### config.mk
export PLATFORM = sky130hd
export DESIGN_NAME = ptf_top
export DESIGN_NICKNAME = d
export VERILOG_FILES = /design/src/rtl/ptf_pkg.sv /design/src/rtl/ptf_ev_if.sv /design/src/rtl/ptf_sync.sv /design/src/rtl/ptf_tick.sv /design/src/rtl/ptf_top.sv
export VERILOG_INCLUDE_DIRS = /design/src /design/src/rtl
export SDC_FILE = /design/constraint.sdc
export NUM_CORES = 1
export LEC_CHECK = 0
export ABC_AREA = 1
export BUFFER_PORTS_ARGS = -buffer_cell sky130_fd_sc_hd__buf_4
export CAP_MARGIN = 20
export CORE_UTILIZATION = 40
export CTS_CLUSTER_DIAMETER = 60
export DETAILED_ROUTE_END_ITERATION = 8
export SLEW_MARGIN = 30
export SYNTH_ARGS = -nofsm -noshare
export SYNTH_HDL_FRONTEND = slang
export SYNTH_SLANG_ARGS = --single-unit
### constraint.sdc
create_clock -name clock -period 10.77 [get_ports clock]
set_input_delay 2.154 -clock clock [delete_from_list [all_inputs] [get_ports clock]]
set_output_delay 2.154 -clock clock [all_outputs]
set_load 0.05 [all_outputs]
### src/rtl/ptf_params.svh
`ifndef PTF_PARAMS_SVH
`define PTF_PARAMS_SVH

// -----------------------------------------------------------------
// clock and timebase
// -----------------------------------------------------------------
`define PTF_CLK_MHZ        125
`define PTF_TB0_US         1
`define PTF_TB1_US         100
`define PTF_TB2_US         10000
`define PTF_TB3_US         1000000

// -----------------------------------------------------------------
// register byte addresses
// -----------------------------------------------------------------
`define PTF_ADDR_CTRL      8'h00
`define PTF_ADDR_HIGH      8'h04
`define PTF_ADDR_LOW       8'h08
`define PTF_ADDR_SRC       8'h0C
`define PTF_ADDR_STATUS    8'h10

// -----------------------------------------------------------------
// field positions
// -----------------------------------------------------------------
`define PTF_CTRL_MODE_LSB  0
`define PTF_CTRL_RET_BIT   2
`define PTF_CTRL_TB_LSB    4
`define PTF_CTRL_N_LSB     8
`define PTF_SRC_LOW_LSB    8
`define PTF_STAT_ST_LSB    1
`define PTF_STAT_CYC_LSB   4
`define PTF_STAT_EL_LSB    16

// -----------------------------------------------------------------
// reset values and limits
// -----------------------------------------------------------------
`define PTF_CTRL_RST       12'h100
`define PTF_HIGH_RST       16'h000A
`define PTF_LOW_RST        16'h000A
`define PTF_SRC_RST        16'h0000
`define PTF_N_MIN          4'h1
`define PTF_N_MAX          4'h9

`endif

### src/rtl/ptf_pkg.sv
package ptf_pkg;
   typedef enum logic [1:0] {PTF_WIPE, PTF_EDGE, PTF_ASYNC, PTF_OFF} ptf_mode_t;
   typedef enum logic [1:0] {PTF_IDLE, PTF_LOW, PTF_HIGH} ptf_state_t;
endpackage

### src/rtl/ptf_ev_if.sv
`timescale 1ns/10ps
`default_nettype none
interface ptf_ev_if #(parameter int W = 5);
   logic [W-1:0] lvl;
   logic [W-1:0] rise;
   logic [W-1:0] fall;
   logic         tick;
   modport sync (output lvl, output rise, output fall);
   modport pre  (output tick);
   modport core (input lvl, input rise, input fall, input tick);
endinterface
`default_nettype wire

### src/rtl/ptf_sync.sv
`timescale 1ns/10ps
`default_nettype none
module ptf_sync
   import ptf_pkg::*;
#(
   parameter int W = 5
) (
   input  wire logic         clock,
   input  wire logic         rst_n,
   input  wire logic [W-1:0] in_raw,
   ptf_ev_if.sync            ev
);
   // -----------------------------------------------------------------
   // two-stage synchroniser and edge detect
   // -----------------------------------------------------------------
   logic [W-1:0] meta_reg;
   logic [W-1:0] stable_reg;
   logic [W-1:0] prev_reg;

   always_ff @(posedge clock) begin
      if (!rst_n) begin
         meta_reg   <= '0;
         stable_reg <= '0;
         prev_reg   <= '0;
      end else begin
         meta_reg   <= in_raw;
         stable_reg <= meta_reg;
         prev_reg   <= stable_reg;
      end
   end

   assign ev.lvl  = stable_reg;
   assign ev.rise = stable_reg & ~prev_reg;
   assign ev.fall = ~stable_reg & prev_reg;
endmodule
`default_nettype wire

### src/rtl/ptf_tick.sv
`timescale 1ns/10ps
`default_nettype none
module ptf_tick
   import ptf_pkg::*;
#(
   parameter logic [31:0] C0 = 32'd1,
   parameter logic [31:0] C1 = 32'd1,
   parameter logic [31:0] C2 = 32'd1,
   parameter logic [31:0] C3 = 32'd1
) (
   input  wire logic       clock,
   input  wire logic       rst_n,
   input  wire logic [1:0] sel,
   ptf_ev_if.pre           ev
);
   // -----------------------------------------------------------------
   // timebase prescaler
   // -----------------------------------------------------------------
   logic [31:0] cnt_reg;
   logic [31:0] limit;
   logic        wrap;

   assign limit = (sel == 2'd0) ? C0 : (sel == 2'd1) ? C1 : (sel == 2'd2) ? C2 : C3;
   assign wrap  = (cnt_reg + 32'd1 >= limit);

   always_ff @(posedge clock) begin
      if (!rst_n) begin
         cnt_reg <= '0;
      end else if (wrap) begin
         cnt_reg <= '0;
      end else begin
         cnt_reg <= cnt_reg + 32'd1;
      end
   end

   assign ev.tick = wrap;
endmodule
`default_nettype wire

### src/rtl/ptf_top.sv
// Behaviour
// - pulse mode: launch rise sets output high, elapsed restarts at zero
// - pulse mode: output drops when elapsed equals high span
// - pulse mode: launch fall before span ends drops output at once
// - pulse mode: output high only while launch input stays high
// - after power loss retentive keeps output and elapsed, else defaults
// - retentive setting per block: off or retained
// - edge mode: rise starts low span, then output high for high span
// - edge mode: a new rise inside the cycle restarts it from zero
// - edge mode: halt clears elapsed and drives output low
// - edge mode: each trigger gives N low/high cycles, N from 1 to 9
// - generator mode: enable input switches generator on and off
// - generator mode: high span then low span, repeating while enabled
// - generator mode: flip input inverts output only while enabled
// - a span may come from another block's value, chosen by number
// - timebase configurable; all span counts step in timebase units
`timescale 1ns/10ps
`default_nettype none
`include "ptf_params.svh"
module ptf_top
   import ptf_pkg::*;
#(
   parameter int          SPAN_W = 16,
   parameter int          NSRC   = 4,
   parameter logic [31:0] TB0_CYC = 32'(`PTF_TB0_US * `PTF_CLK_MHZ),
   parameter logic [31:0] TB1_CYC = 32'(`PTF_TB1_US * `PTF_CLK_MHZ),
   parameter logic [31:0] TB2_CYC = 32'(`PTF_TB2_US * `PTF_CLK_MHZ),
   parameter logic [31:0] TB3_CYC = 32'(`PTF_TB3_US * `PTF_CLK_MHZ)
) (
   input  wire logic                     clock,
   input  wire logic                     rst_n,
   input  wire logic                     hsel,
   input  wire logic [31:0]              haddr,
   input  wire logic [1:0]               htrans,
   input  wire logic                     hwrite,
   input  wire logic [2:0]               hsize,
   input  wire logic [31:0]              hwdata,
   input  wire logic                     hready,
   output logic                          hreadyout,
   output logic                          hresp,
   output logic [31:0]                   hrdata,
   input  wire logic                     launch_in,
   input  wire logic                     halt_in,
   input  wire logic                     enable_in,
   input  wire logic                     flip_in,
   input  wire logic                     power_lost_in,
   input  wire logic [NSRC*SPAN_W-1:0]   src_vals,
   output logic                          pulse_out,
   output logic [SPAN_W-1:0]             elapsed_span
);
   // -----------------------------------------------------------------
   // functions
   // -----------------------------------------------------------------
   function automatic logic [SPAN_W-1:0] pick_span(input logic [SPAN_W-1:0]      own,
                                                   input logic [7:0]             num,
                                                   input logic [NSRC*SPAN_W-1:0] vals);
      logic [SPAN_W-1:0] r;
      r = own;
      for (int i = 0; i < NSRC; i++) begin
         if (num == 8'(i + 1)) begin
            r = vals[i*SPAN_W +: SPAN_W];
         end
      end
      return r;
   endfunction

   function automatic logic [3:0] clamp_n(input logic [3:0] n);
      return (n < `PTF_N_MIN) ? `PTF_N_MIN : (n > `PTF_N_MAX) ? `PTF_N_MAX : n;
   endfunction

   // -----------------------------------------------------------------
   // input sampling and timebase
   // -----------------------------------------------------------------
   ptf_ev_if #(.W(5)) ev ();

   logic [11:0] ctrl_reg;
   logic [1:0]  tb_sel;

   ptf_sync #(.W(5)) u_sync (
      .clock  (clock),
      .rst_n  (rst_n),
      .in_raw ({power_lost_in, flip_in, enable_in, halt_in, launch_in}),
      .ev     (ev.sync)
   );

   ptf_tick #(.C0(TB0_CYC), .C1(TB1_CYC), .C2(TB2_CYC), .C3(TB3_CYC)) u_tick (
      .clock (clock),
      .rst_n (rst_n),
      .sel   (tb_sel),
      .ev    (ev.pre)
   );

   wire launch_rise = ev.rise[0];
   wire launch_fall = ev.fall[0];
   wire launch_lvl  = ev.lvl[0];
   wire halt_lvl    = ev.lvl[1];
   wire en_lvl      = ev.lvl[2];
   wire flip_lvl    = ev.lvl[3];
   wire lost_lvl    = ev.lvl[4];
   wire restore     = ev.fall[4];

   // -----------------------------------------------------------------
   // ahb-lite slave
   // -----------------------------------------------------------------
   logic [SPAN_W-1:0] high_span_reg;
   logic [SPAN_W-1:0] low_span_reg;
   logic [15:0]       src_reg;
   logic              dp_wr_reg;
   logic [7:0]        dp_addr_reg;
   logic [31:0]       hrdata_reg;
   logic [31:0]       rd_mux;
   logic [31:0]       status_word;
   ptf_state_t        st_reg;
   ptf_state_t        st_next;
   logic [SPAN_W-1:0] elapsed_reg;
   logic [SPAN_W-1:0] elapsed_next;
   logic              q_reg;
   logic              q_next;
   logic [3:0]        cyc_reg;
   logic [3:0]        cyc_next;
   logic              out_reg;
   logic              out_next;

   wire       ap_valid = hsel & htrans[1] & hready;
   wire [7:0] ap_addr  = haddr[7:0];
   wire       ctrl_wr  = dp_wr_reg && (dp_addr_reg == `PTF_ADDR_CTRL);

   assign status_word = {SPAN_W'(elapsed_reg), 8'h00, cyc_reg, 1'b0, 2'(st_reg), q_reg};
   assign rd_mux = (ap_addr == `PTF_ADDR_CTRL)   ? {20'h0_0000, ctrl_reg} :
                   (ap_addr == `PTF_ADDR_HIGH)   ? 32'(high_span_reg) :
                   (ap_addr == `PTF_ADDR_LOW)    ? 32'(low_span_reg) :
                   (ap_addr == `PTF_ADDR_SRC)    ? {16'h0000, src_reg} :
                   (ap_addr == `PTF_ADDR_STATUS) ? status_word : 32'h0000_0000;

   always_ff @(posedge clock) begin
      if (!rst_n) begin
         dp_wr_reg   <= 1'b0;
         dp_addr_reg <= 8'h00;
         hrdata_reg  <= 32'h0000_0000;
      end else begin
         dp_wr_reg   <= ap_valid & hwrite;
         dp_addr_reg <= ap_addr;
         if (ap_valid && !hwrite) begin
            hrdata_reg <= rd_mux;
         end
      end
   end

   always_ff @(posedge clock) begin
      if (!rst_n) begin
         ctrl_reg      <= `PTF_CTRL_RST;
         high_span_reg <= `PTF_HIGH_RST;
         low_span_reg  <= `PTF_LOW_RST;
         src_reg       <= `PTF_SRC_RST;
      end else if (dp_wr_reg) begin
         if (dp_addr_reg == `PTF_ADDR_CTRL) ctrl_reg <= hwdata[11:0];
         if (dp_addr_reg == `PTF_ADDR_HIGH) high_span_reg <= hwdata[SPAN_W-1:0];
         if (dp_addr_reg == `PTF_ADDR_LOW) low_span_reg <= hwdata[SPAN_W-1:0];
         if (dp_addr_reg == `PTF_ADDR_SRC) src_reg <= hwdata[15:0];
      end
   end

   assign hreadyout = 1'b1;
   assign hresp     = 1'b0;
   assign hrdata    = hrdata_reg;

   // -----------------------------------------------------------------
   // configuration decode
   // -----------------------------------------------------------------
   ptf_mode_t         mode;
   logic              retentive;
   logic [3:0]        n_eff;
   logic [SPAN_W-1:0] span_h;
   logic [SPAN_W-1:0] span_l;
   logic [SPAN_W-1:0] el_inc;
   logic              hit_h;
   logic              hit_l;

   assign mode      = ptf_mode_t'(ctrl_reg[`PTF_CTRL_MODE_LSB +: 2]);
   assign retentive = ctrl_reg[`PTF_CTRL_RET_BIT];
   assign tb_sel    = ctrl_reg[`PTF_CTRL_TB_LSB +: 2];
   assign n_eff     = clamp_n(ctrl_reg[`PTF_CTRL_N_LSB +: 4]);
   assign span_h    = pick_span(high_span_reg, src_reg[7:0], src_vals);
   assign span_l    = pick_span(low_span_reg, src_reg[`PTF_SRC_LOW_LSB +: 8], src_vals);
   assign el_inc    = ev.tick ? elapsed_reg + SPAN_W'(1) : elapsed_reg;
   assign hit_h     = (elapsed_reg == span_h);
   assign hit_l     = (elapsed_reg == span_l);

   // -----------------------------------------------------------------
   // timing engine
   // -----------------------------------------------------------------
   always_comb begin
      st_next      = st_reg;
      elapsed_next = elapsed_reg;
      q_next       = q_reg;
      cyc_next     = cyc_reg;
      if (lost_lvl) begin
         st_next = st_reg;
      end else if ((restore && !retentive) || ctrl_wr) begin
         st_next      = PTF_IDLE;
         elapsed_next = '0;
         q_next       = 1'b0;
         cyc_next     = 4'h0;
      end else begin
         unique case (mode)
            PTF_WIPE: begin
               if (launch_rise) begin
                  st_next      = PTF_HIGH;
                  elapsed_next = '0;
                  q_next       = 1'b1;
               end else if (st_reg == PTF_HIGH) begin
                  if (launch_fall || !launch_lvl || hit_h) begin
                     st_next = PTF_IDLE;
                     q_next  = 1'b0;
                  end else begin
                     elapsed_next = el_inc;
                  end
               end
            end
            PTF_EDGE: begin
               if (halt_lvl) begin
                  st_next      = PTF_IDLE;
                  elapsed_next = '0;
                  q_next       = 1'b0;
                  cyc_next     = 4'h0;
               end else if (launch_rise) begin
                  st_next      = PTF_LOW;
                  elapsed_next = '0;
                  q_next       = 1'b0;
                  cyc_next     = n_eff;
               end else if (st_reg == PTF_LOW) begin
                  if (hit_l) begin
                     st_next      = PTF_HIGH;
                     elapsed_next = '0;
                     q_next       = 1'b1;
                  end else begin
                     elapsed_next = el_inc;
                  end
               end else if (st_reg == PTF_HIGH) begin
                  if (hit_h) begin
                     st_next      = (cyc_reg > 4'h1) ? PTF_LOW : PTF_IDLE;
                     elapsed_next = '0;
                     q_next       = 1'b0;
                     cyc_next     = cyc_reg - 4'h1;
                  end else begin
                     elapsed_next = el_inc;
                  end
               end
            end
            PTF_ASYNC: begin
               if (!en_lvl) begin
                  st_next      = PTF_IDLE;
                  elapsed_next = '0;
                  q_next       = 1'b0;
               end else if (st_reg == PTF_IDLE || (st_reg == PTF_LOW && hit_l)) begin
                  st_next      = PTF_HIGH;
                  elapsed_next = '0;
                  q_next       = 1'b1;
               end else if (st_reg == PTF_HIGH && hit_h) begin
                  st_next      = PTF_LOW;
                  elapsed_next = '0;
                  q_next       = 1'b0;
               end else begin
                  elapsed_next = el_inc;
               end
            end
            default: begin
               st_next      = PTF_IDLE;
               elapsed_next = '0;
               q_next       = 1'b0;
            end
         endcase
      end
   end

   assign out_next = lost_lvl ? 1'b0 :
                     (mode != PTF_ASYNC) ? q_next :
                     (en_lvl ? (q_next ^ flip_lvl) : 1'b0);

   always_ff @(posedge clock) begin
      if (!rst_n) begin
         st_reg      <= PTF_IDLE;
         elapsed_reg <= '0;
         q_reg       <= 1'b0;
         cyc_reg     <= 4'h0;
         out_reg     <= 1'b0;
      end else begin
         st_reg      <= st_next;
         elapsed_reg <= elapsed_next;
         q_reg       <= q_next;
         cyc_reg     <= cyc_next;
         out_reg     <= out_next;
      end
   end

   assign pulse_out    = out_reg;
   assign elapsed_span = elapsed_reg;

   wire act = !lost_lvl && !ctrl_wr && !restore;
endmodule
`default_nettype wire

==> results.toml, run 1 <==
[logic_synthesis]
postSynthAreaPerCell_um2 = 6.44
synthCells = 1655
synthTopCellsByArea = "dfxtp_1, nand2_1, inv_1, nor2_1, nand3_1"
ys_ff_latch = 169
synth_seq_area_share_pct = 31.8
yosys_warnings = 0
ys_types = 51
netlist_area_um2 = 10700
yosysTopAreaCell = "dfxtp_1"
synth_top_area_share_pct = 31.8

[worst_setup_path]
cp_max_fo = 21
rr_worst_depth = 31
critPathSlowestCell = "nand3_2"
startpoint_type = "register"
startpoint = "u_tick.cnt_reg[0]$_SDFF_PP0_"
r2r_end = "elapsed_span[12]$_SDFFE_PN0P_"
end_kind = "register"
r2r_setup_slack_ns = 6.00
cpPeakStageDelay_ns = 0.44
crit_type = "register to register"
r2r-start = "u_tick.cnt_reg[0]$_SDFF_PP0_"
cp_common_cell = "nor2_1"
cp.required_ns = 11.14
crit_arrival_ns = 5.14

[global_route]
grt_antenna_before_repair = 0
grt_pass1_vias = 10300
grt_pass1_wl_mm = 56.2
gr-total-overflow = 0
track_usage_pct = 27.4
grt_max_degree = 96

[sta]
setup_viol = 0
finalClockSkew_ns = 0.0149
timing.fmax_ghz = 0.210
relSlewSlack_pct = 36.7
setup_tns_ns = 0
hold_slack_ns = 0.414
fin_crit_sh_pct = 44.3
fin_crit_ns = 4.77
drv_slew = 0
tightest_slew_ns = 0.949
rsz0062_at_grt = "false"
timing.final.hold_violations = 0

[clocking]
cts_setup_buffers = 0
clk_pin_slew_worst_paths_ns = 0.08
tritoncts = "yes"
cts_buffer_depth = 2
htree_levels = 4
cts_num_sinks = 169
cts-hold-fix-buffers = 0
cts_resized = 0
clk_latency_ns = 0.44
cts_buffers = 17
cts_root_buffer = "clkbuf_16"

[place]
placed_cells = 2089
dp_hpwl_mm = 28.4
portBuffers = 147
place_congestion = 0.920

[run]
drv_cap = 0

[status]
status = "finished, final reports clean"

[min_path]
hp-class = "register to register"
holdCritStartpoint = "u_sync.meta_reg[0]$_SDFF_PN0_"
hold_path_end = "u_sync.ev.lvl[0]$_SDFF_PN0_"
hold_depth = 2

[finish]
antenna_cells = 0
syn_to_final_growth_pct = 17.8
final_nets = 1948
utilization_pct = 48.1
drive_above_1_share_pct = 14.8
final_cells = 2120

[route]
dr.pass1.iters = 5
antenna_left = 0
drc_errors = 0
viasPerCell = 5.26
drtIter0Drc = 843
vias = 11100
wl_mm = 36.7
routedWlPerCell_um = 17.3

[power_and_ir_drop]
p_per_area_nw_per_um2 = 112
leakage_nw = 5.80
max-vdd-ir-drop_mv = 0.115

[floorplanning]
initial_core_util_pct = 40.9
pin_count = 194
die_w_um = 165
fp.dieArea_um2 = 27300
design.core.area_um2 = 26100
rows = 59
fp.dieH_um = 165
-- placed cells by master (no fill, tap or decap), drive strengths merged, types with 8 or more instances in the layout --
| master | count |
|---|---|
| nand2 | 419 |
| inv | 225 |
| nor2 | 216 |
| dfxtp | 169 |
| buf | 157 |
| nand3 | 148 |
| a21oi | 122 |
| o21ai | 98 |
| o211ai | 46 |
| ha | 32 |
| nor3 | 21 |
| clkbuf | 19 |
| nand4 | 18 |
| xor2 | 16 |
| o221ai | 9 |
| a221oi | 8 |
-- how the worst max path moves through the flow --
| stage | to | slack [ns] | depth (start not counted) |
|---|---|---|---|
| 2_1_floorplan | hrdata[4]$_SDFFE_PN0P_ | 6.95 | 8 |
| 3_3_place_gp | hrdata[15]$_SDFFE_PN0P_ | 6.15 | 8 |
| 3_5_place_dp | elapsed_span[12]$_SDFFE_PN0P_ | 6.02 | 31 |
| 4_1_cts | elapsed_span[12]$_SDFFE_PN0P_ | 5.99 | 31 |
| 5_1_grt | elapsed_span[12]$_SDFFE_PN0P_ | 5.42 | 31 |
| 6_report | elapsed_span[12]$_SDFFE_PN0P_ | 6.00 | 31 |
-- report_power, final --
part	internal [W]	switching, W	leakage, nW	total [W]
combinational	0.0000450	0.0000733	4.14	0.000118
sequential	0.000633	0.00000726	1.37	0.000641
clock	0.000356	0.000290	0.288	0.000646
total	0.00103	0.000371	5.80	0.00140
-- kinds of logic (layout without fill, tap and decap cells) --
family                     count (synthesis)  after routing  synth area share (%)
AOI/OAI and AO/OA                        303            303                  16.9
xor gates and xnor gates                  23             23                  1.89
adders and majority gates                 32             32                  3.76
buffers and inverters                    284            409                  11.0
DFF                                      169            169                  31.8
other                                      2              7                0.0705
and+or+nand+nor                          842            842                  34.6
-- metrics by stage --
stage | instance area (um^2) | power [W] | setup WS [ns]
6_report | 12500 | 0.00140 | 6.00
5_1_grt | 12500 | 0.00145 | 5.42
4_1_cts | 12500 | 0.00141 | 5.99
3_5_place_dp | 11900 | 0.000772 | 6.02
3_3_place_gp | 11900 | 0.000771 | 6.15
2_1_floorplan | 10700 | 0.000713 | 6.95
-- critical path: cells and delay by family, from the launching register on --
family / cells / cell delay (ns)
compound gates: 1 / 0.16
xor+xnor: 1 / 0.25
fa+ha+maj: 2 / 0.45
buf+inv: 5 / 0.33
flops: 1 / 0.39
simple gates: 22 / 3.10
-- cells in the mapped netlist, drive strengths merged --
library cell	count
nand2	419
inv	219
nor2	216
dfxtp	169
nand3	148
a21oi	122
o21ai	98
o211ai	46
clkbuf	37
ha	32
buf	26
nor3	21
nand4	18
xor2	16
o221ai	9
a221oi	8
o22ai	7
xnor2	7
nor3b	6
nand3b	5
a31oi	4
nor4	4
or2	3
a211oi	2
clkinv	2
conb	2
o21bai	2
a211o	1
a21o	1
a221o	1
a22oi	1
and3	1
o311ai	1
or4	1
-- final cells by class --
cell class | count | area [um^2]
fill | 2685 | 13500
multi-input combinational | 1207 | 6130
sequential | 169 | 3380
timing repair buffer | 157 | 1180
inverter | 221 | 831
clock buffer | 19 | 443
tap | 335 | 419
clock inverter | 12 | 158
-- metal layers --
metal	vias up	part of all wire [%]	global-route usage [%]
met5	-	0	0
met4	0	3.2	11.1
met3	69	5.6	4.22
met2	363	44	42.3
met1	5085	47	37.9
li1	5625	-	-
No activity file was read; power rests on OpenSTA's default activity.
==> run 2: changes to the inputs <==
--- a/config.mk
+++ b/config.mk
@@ -6,7 +6,7 @@
 export SDC_FILE = /design/constraint.sdc
 export NUM_CORES = 1
 export LEC_CHECK = 0
-export ABC_AREA = 1
+export ABC_AREA = 0
 export BUFFER_PORTS_ARGS = -buffer_cell sky130_fd_sc_hd__buf_4
 export CAP_MARGIN = 20
 export CORE_UTILIZATION = 40
==> constraint.sdc (replaced) <==
create_clock -name clock -period 4.34 [get_ports clock]
set_input_delay 0.868 -clock clock [delete_from_list [all_inputs] [get_ports clock]]
set_output_delay 0.868 -clock clock [all_outputs]
set_load 0.05 [all_outputs]
==> run 2 against run 1 <==
Sequential share of layout area is 2.3 points lower. Maximum frequency is 18% higher. Largest cell class unchanged. Clock skew is 0.00075 ns higher. Critical endpoint is now cyc_reg[0]$_SDFFE_PN0P_. Worst setup slack worse by 5.7 ns. First-iteration DRC count is 62% higher. Utilization is 0.65 points higher. Critical path depth is 20 lower. Via count is 7.6% higher. Critical path type unchanged. Area after synthesis is 8.2% higher. Sequential power is 150% higher. Non-clock buffer count is 43 higher. Clock power is 140% higher.
==> results.toml, run 2 <==
[status]
status = "finished, final reports clean"

[route]
antenna_left = 0
viasPerCell = 6.09
routedWlPerCell_um = 22.3
dr.pass1.iters = 6
vias = 12000
drtIter0Drc = 1365
wl_mm = 43.9
drc_errors = 0

[sta]
rsz0062_at_grt = "false"
hold_slack_ns = 0.433
fin_crit_sh_pct = 93.4
setup_viol = 0
timing.final.hold_violations = 0
timing.fmax_ghz = 0.247
relSlewSlack_pct = 33.4
fin_crit_ns = 4.05
drv_slew = 0
tightest_slew_ns = 0.997
finalClockSkew_ns = 0.0156
setup_tns_ns = 0

[floorplanning]
fp.dieArea_um2 = 29500
design.core.area_um2 = 28100
rows = 61
initial_core_util_pct = 41.0
die_w_um = 172
pin_count = 194
fp.dieH_um = 172

[clocking]
clk_latency_ns = 0.45
cts_buffers = 17
cts_buffer_depth = 2
cts_root_buffer = "clkbuf_16"
cts_num_sinks = 169
clk_pin_slew_worst_paths_ns = 0.08
htree_levels = 4
cts_resized = 0
tritoncts = "yes"
cts_setup_buffers = 0
cts-hold-fix-buffers = 0

[place]
dpl_cell_area_um2 = 13100
place_congestion = 0.982
portBuffers = 147
dp_hpwl_mm = 33.3

[logic_synthesis]
synth_top_area_share_pct = 29.4
yosysMostFrequentCell = "dfxtp_1"
synth_flop_cell = "dfxtp_1"
synth_common_cells = "dfxtp_1, nand2_1, a21oi_1"
synthCells = 1461
postSynthAreaPerCell_um2 = 7.89
yosys_warnings = 0
synth_seq_area_share_pct = 29.4
ys_types = 95
async_flop_share_pct = 0
netlist_area_um2 = 11500
yosysTopAreaCell = "dfxtp_1"
synthTopCellsByArea = "dfxtp_1, mux2i_1, nand2_1, a21oi_1, ha_1"
synth-edff-count = 0
ys_ff_latch = 169

[finish]
drive_above_1_share_pct = 18.8
multiInputGateArea_um2 = 7530
antenna_cells = 0
syn_to_final_growth_pct = 18.9
final_common_cell = "buf_4"
final_area_um2 = 13700
regArea_um2 = 3390
final_cell_mix = "buf_4, dfxtp_1, nand2_1, a21oi_1, nor2_1"
final_nets = 1751
nFillCells = 2847

[worst_setup_path]
crit_arrival_ns = 4.43
r2r-start = "src_reg[1]$_SDFFE_PN0P_"
startpoint_type = "register"
r2r_end = "cyc_reg[0]$_SDFFE_PN0P_"
crit_type = "register to register"
rr_worst_depth = 11
end_kind = "register"
r2r_setup_slack_ns = 0.29
cp.required_ns = 4.72
cp_max_fo = 22

[power_and_ir_drop]
switching_share_pct = 27.1
p_sw_w = 0.000932
leakage_nw = 5.32
intPower_w = 0.00251
p_per_area_nw_per_um2 = 251
p_clk_share_pct = 45.0
power_frac_comb_pct = 9.0
max-vdd-ir-drop_mv = 0.250
seq_power_share_pct = 46.0

[min_path]
holdCritStartpoint = "u_sync.meta_reg[0]$_SDFF_PN0_"
hold_depth = 1
hold_path_end = "u_sync.ev.lvl[0]$_SDFF_PN0_"
hp-class = "register to register"

[run]
drv_cap = 0

[global_route]
track_usage_pct = 29.9
grt_pass1_wl_mm = 66.4
gr-total-overflow = 0
grt_pass1_vias = 11100
grt_max_degree = 63
grt_antenna_before_repair = 0
==> run 2: cell types whose count changed after synthesis, sizes merged, moves of 30 or more <==
cell	before	now
nand3	148	62
nor2b	0	31
inv	219	43
and3	1	31
nand2	419	161
o21ai	98	63
nor2	216	92
clkbuf	37	72
mux2i	0	68
nand2b	0	31
==> run 2: how the worst max path moves through the flow <==
stage / start / to / slack, ns / cells past startpoint
2_1_floorplan: u_tick.cnt_reg[0]$_SDFF_PP0_ / u_tick.cnt_reg[5]$_SDFF_PP0_ / 0.54 / 15
3_3_place_gp: src_vals[4] / elapsed_span[15]$_SDFFE_PN0P_ / 0.29 / 12
3_5_place_dp: src_vals[4] / cyc_reg[0]$_SDFFE_PN0P_ / 0.24 / 12
4_1_cts: u_tick.cnt_reg[0]$_SDFF_PP0_ / elapsed_span[15]$_SDFFE_PN0P_ / 0.33 / 16
5_1_grt: u_tick.cnt_reg[0]$_SDFF_PP0_ / elapsed_span[2]$_SDFFE_PN0P_ / 0.02 / 16
6_report: src_reg[1]$_SDFFE_PN0P_ / cyc_reg[0]$_SDFFE_PN0P_ / 0.29 / 11
==> run 2: metal layers <==
layer	vias to the layer above	part of all wire, %	global-route usage (%)
met5	-	0	0
met4	0	3.3	11.0
met3	92	8.2	5.57
met2	564	45	47.5
met1	5710	44	40.2
li1	5622	-	-
==> run 2: cell type report <==
cell class                      instances  share of cell area (%)
Multi-Input combinational cell       1145                    55.0
Sequential cell                       169                    24.7
Timing Repair Buffer                  200                    11.4
Tap cell                              378                    3.45
Clock buffer                           18                    3.13
Inverter                               43                    1.20
Clock inverter                         14                    1.12
==> run 2: critical path, cell delays in order, from the launching register on <==
cell and delay [ns]:
dfxtp_2 0.75, mux2i_1 0.41, o22ai_1 0.13, or2_1 0.28, o41ai_1 0.54, a31oi_1 0.16
or4_4 0.46, a2111oi_1 0.41, buf_4 0.19, o31ai_2 0.09, or3_1 0.39, a21oi_1 0.14
==> run 2: through the flow <==
stage | util [%] | instances | total power [W] | worst slack (ns)
2_1_floorplan | - | 1466 | 0.00177 | 0.543
3_3_place_gp | 46.7 | 1935 | 0.00193 | 0.293
3_5_place_dp | 46.7 | 1935 | 0.00193 | 0.237
4_1_cts | 48.8 | 1967 | 0.00347 | 0.331
5_1_grt | 48.8 | 1967 | 0.00356 | 0.0171
6_report | 48.8 | 1967 | 0.00344 | 0.288
==> run 2: cells by family after synthesis <==
family | share of synthesized area [%]
other cells | 0.0652
flops | 29.4
buf+inv | 5.69
simple gates | 27.0
fa+ha+maj | 3.47
xor+xnor | 3.42
compound gates | 24.1
mux | 6.88
==> run 2: power groups by stage <==
stage                     Clock [W]  Combinational [W]  Sequential [W]
after floorplan                   0           0.000137         0.00163
after global placement            0           0.000306         0.00162
after detailed placement          0           0.000307         0.00162
after CTS                   0.00158           0.000308         0.00158
after global routing        0.00164           0.000331         0.00159
final                       0.00155           0.000311         0.00158
==> run 3: changes to the inputs <==
--- a/config.mk
+++ b/config.mk
@@ -9,9 +9,11 @@
 export ABC_AREA = 0
 export BUFFER_PORTS_ARGS = -buffer_cell sky130_fd_sc_hd__buf_4
 export CAP_MARGIN = 20
-export CORE_UTILIZATION = 40
+export CORE_UTILIZATION = 52
 export CTS_CLUSTER_DIAMETER = 60
 export DETAILED_ROUTE_END_ITERATION = 8
+export PLACE_DENSITY = 0.78
+export SKIP_CTS_REPAIR_TIMING = 1
 export SLEW_MARGIN = 30
 export SYNTH_ARGS = -nofsm -noshare
 export SYNTH_HDL_FRONTEND = slang
==> run 3 against run 2 <==
Maximum frequency rose by 0.20%. Register-to-register slack barely moved. Critical path type unchanged. Clock-buffer cell count is 1 lower. Via count increased by 3.1%. Utilization is 14 points higher. Clock skew grew 0.0012 ns. First-iteration DRC count down 12%. Clock power increased by 6%. Non-clock buffer count rose by 17. Sequential power about the same. Critical path depth grew 5.
==> results.toml, run 3 (synthesized netlist as in run 2, its figures left out) <==
[status]
status = "finished, final reports clean"

[route]
wl_mm = 43.2
drc_errors = 0
antenna_left = 0
routedWlPerCell_um = 22.9
viasPerCell = 6.55
dr.pass1.iters = 6
vias = 12400
drtIter0Drc = 1198

[global_route]
grt_antenna_before_repair = 1
grt_pass1_wl_mm = 65.4
gr-total-overflow = 0
grt_pass1_vias = 11300
grt_max_degree = 64
track_usage_pct = 38.2

[worst_setup_path]
cp.required_ns = 4.69
startpoint = "u_tick.cnt_reg[10]$_SDFF_PP0_"
cp_max_fo = 16
end_kind = "register"
cpPeakStageDelay_ns = 0.45
r2r_end = "elapsed_span[6]$_SDFFE_PN0P_"
crit_type = "register to register"
startpoint_type = "register"
path_cells = "and4_1, nand4_1, buf_4, nor3_1, xor2_1, ha_1, a21o_1, a211o_1, nor4_1, o31ai_1, a2111oi_2, o31ai_2, buf_4, nand4_1, o21ai_0, a221oi_2"
rr_worst_depth = 16
r2r_setup_slack_ns = 0.30
r2r-start = "u_tick.cnt_reg[10]$_SDFF_PP0_"
crit_arrival_ns = 4.39
critPathSlowestCell = "dfxtp_1"
cp_num_buf_inv = 2
critPathTopFamily = "compound AO/OA/AOI/OAI gates"

[place]
placed_cells = 1852
dp_hpwl_mm = 32.7
place_congestion = 1.04
portBuffers = 147

[min_path]
holdCritStartpoint = "u_sync.meta_reg[2]$_SDFF_PN0_"
hold_path_end = "u_sync.ev.lvl[2]$_SDFF_PN0_"
hp-class = "register to register"
hold_depth = 1

[power_and_ir_drop]
p_clk_share_pct = 46.3
intPower_w = 0.00254
p_per_area_nw_per_um2 = 257
switching_share_pct = 28.0
p_total_w = 0.00353
power_frac_comb_pct = 8.8
leakage_nw = 5.42
seq_power_share_pct = 44.9
p_sw_w = 0.000989
max-vdd-ir-drop_mv = 0.212

[sta]
relSlewSlack_pct = 35.4
fin_crit_ns = 4.04
finalClockSkew_ns = 0.0168
setup_viol = 0
rsz0062_at_grt = "false"
setup_tns_ns = 0
timing.fmax_ghz = 0.247
tightest_slew_ns = 0.967
timing.final.hold_violations = 0
drv_slew = 0
fin_crit_sh_pct = 93.2
hold_slack_ns = 0.437

[clocking]
clk_latency_ns = 0.44
cts_buffers = 17
htree_levels = 4
tritoncts = "yes"
cts_buffer_depth = 2
cts_root_buffer = "clkbuf_16"
cts_num_sinks = 169
clk_pin_slew_worst_paths_ns = 0.07

[floorplanning]
fp.dieArea_um2 = 22800
pin_count = 194
initial_core_util_pct = 53.0
fp.dieH_um = 151
rows = 54
die_w_um = 151
design.core.area_um2 = 21800

[finish]
final_cell_mix = "buf_4, dfxtp_1, nand2_1, a21oi_1, nor2_1"
final_nets = 1768
nFillCells = 1955
syn_to_final_growth_pct = 19.2
drive_above_1_share_pct = 19.6
utilization_pct = 63.1
final_common_cell = "buf_4"
final_cells = 1888

[run]
drv_cap = 0
[run 3: cell types whose count changed in the layout (fill, tap and decap cells not counted), moves of 2 or more]
cell and change:
clkinvlp_4 -2, inv_12 +2, diode_2 +2, buf_12 -2
buf_4 +19, inv_6 -3, clkinv_8 +4
[run 3: worst max path at each step]
stage / end / depth (start not counted) / slack [ns]
2_1_floorplan: u_tick.cnt_reg[5]$_SDFF_PP0_ / 15 / 0.54
3_3_place_gp: cyc_reg[0]$_SDFFE_PN0P_ / 12 / 0.34
3_5_place_dp: cyc_reg[0]$_SDFFE_PN0P_ / 12 / 0.33
4_1_cts: elapsed_span[6]$_SDFFE_PN0P_ / 16 / 0.24
5_1_grt: elapsed_span[9]$_SDFFE_PN0P_ / 16 / 0.01
6_report: elapsed_span[6]$_SDFFE_PN0P_ / 16 / 0.30
[run 3: area by class of cell]
cell class / count / area, um^2 / share of cell area (%)
Antenna cell: 2 / 5.00 / 0.0364
Clock buffer: 17 / 425 / 3.10
Clock inverter: 15 / 214 / 1.56
Inverter: 43 / 161 / 1.18
Multi-Input combinational cell: 1145 / 7520 / 54.8
Sequential cell: 169 / 3390 / 24.7
Tap cell: 280 / 350 / 2.55
Timing Repair Buffer: 217 / 1670 / 12.1
[run 3: routing by layer]
layer	routed length (um)	GRT usage, %	part of all wire, %
met5	0	0	0
met4	1960	17.5	4.5
met3	4300	7.92	9.9
met2	19500	61.4	45
met1	17500	49.0	40
[run 3: metrics by stage]
stage	instance area [um^2]	setup slack, ns
3_3_place_gp	13100	0.336
2_1_floorplan	11500	0.543
4_1_cts	13700	0.240
3_5_place_dp	13100	0.326
5_1_grt	13700	0.0125
6_report	13700	0.297
[run 3: power by group through the flow]
stage | combinational [W] | clock [W] | sequential [W]
CTS | 0.000303 | 0.00165 | 0.00158
floorplan | 0.000137 | 0 | 0.00163
global placement | 0.000299 | 0 | 0.00162
finish | 0.000311 | 0.00164 | 0.00158
global route | 0.000328 | 0.00171 | 0.00159
detailed placement | 0.000302 | 0 | 0.00162
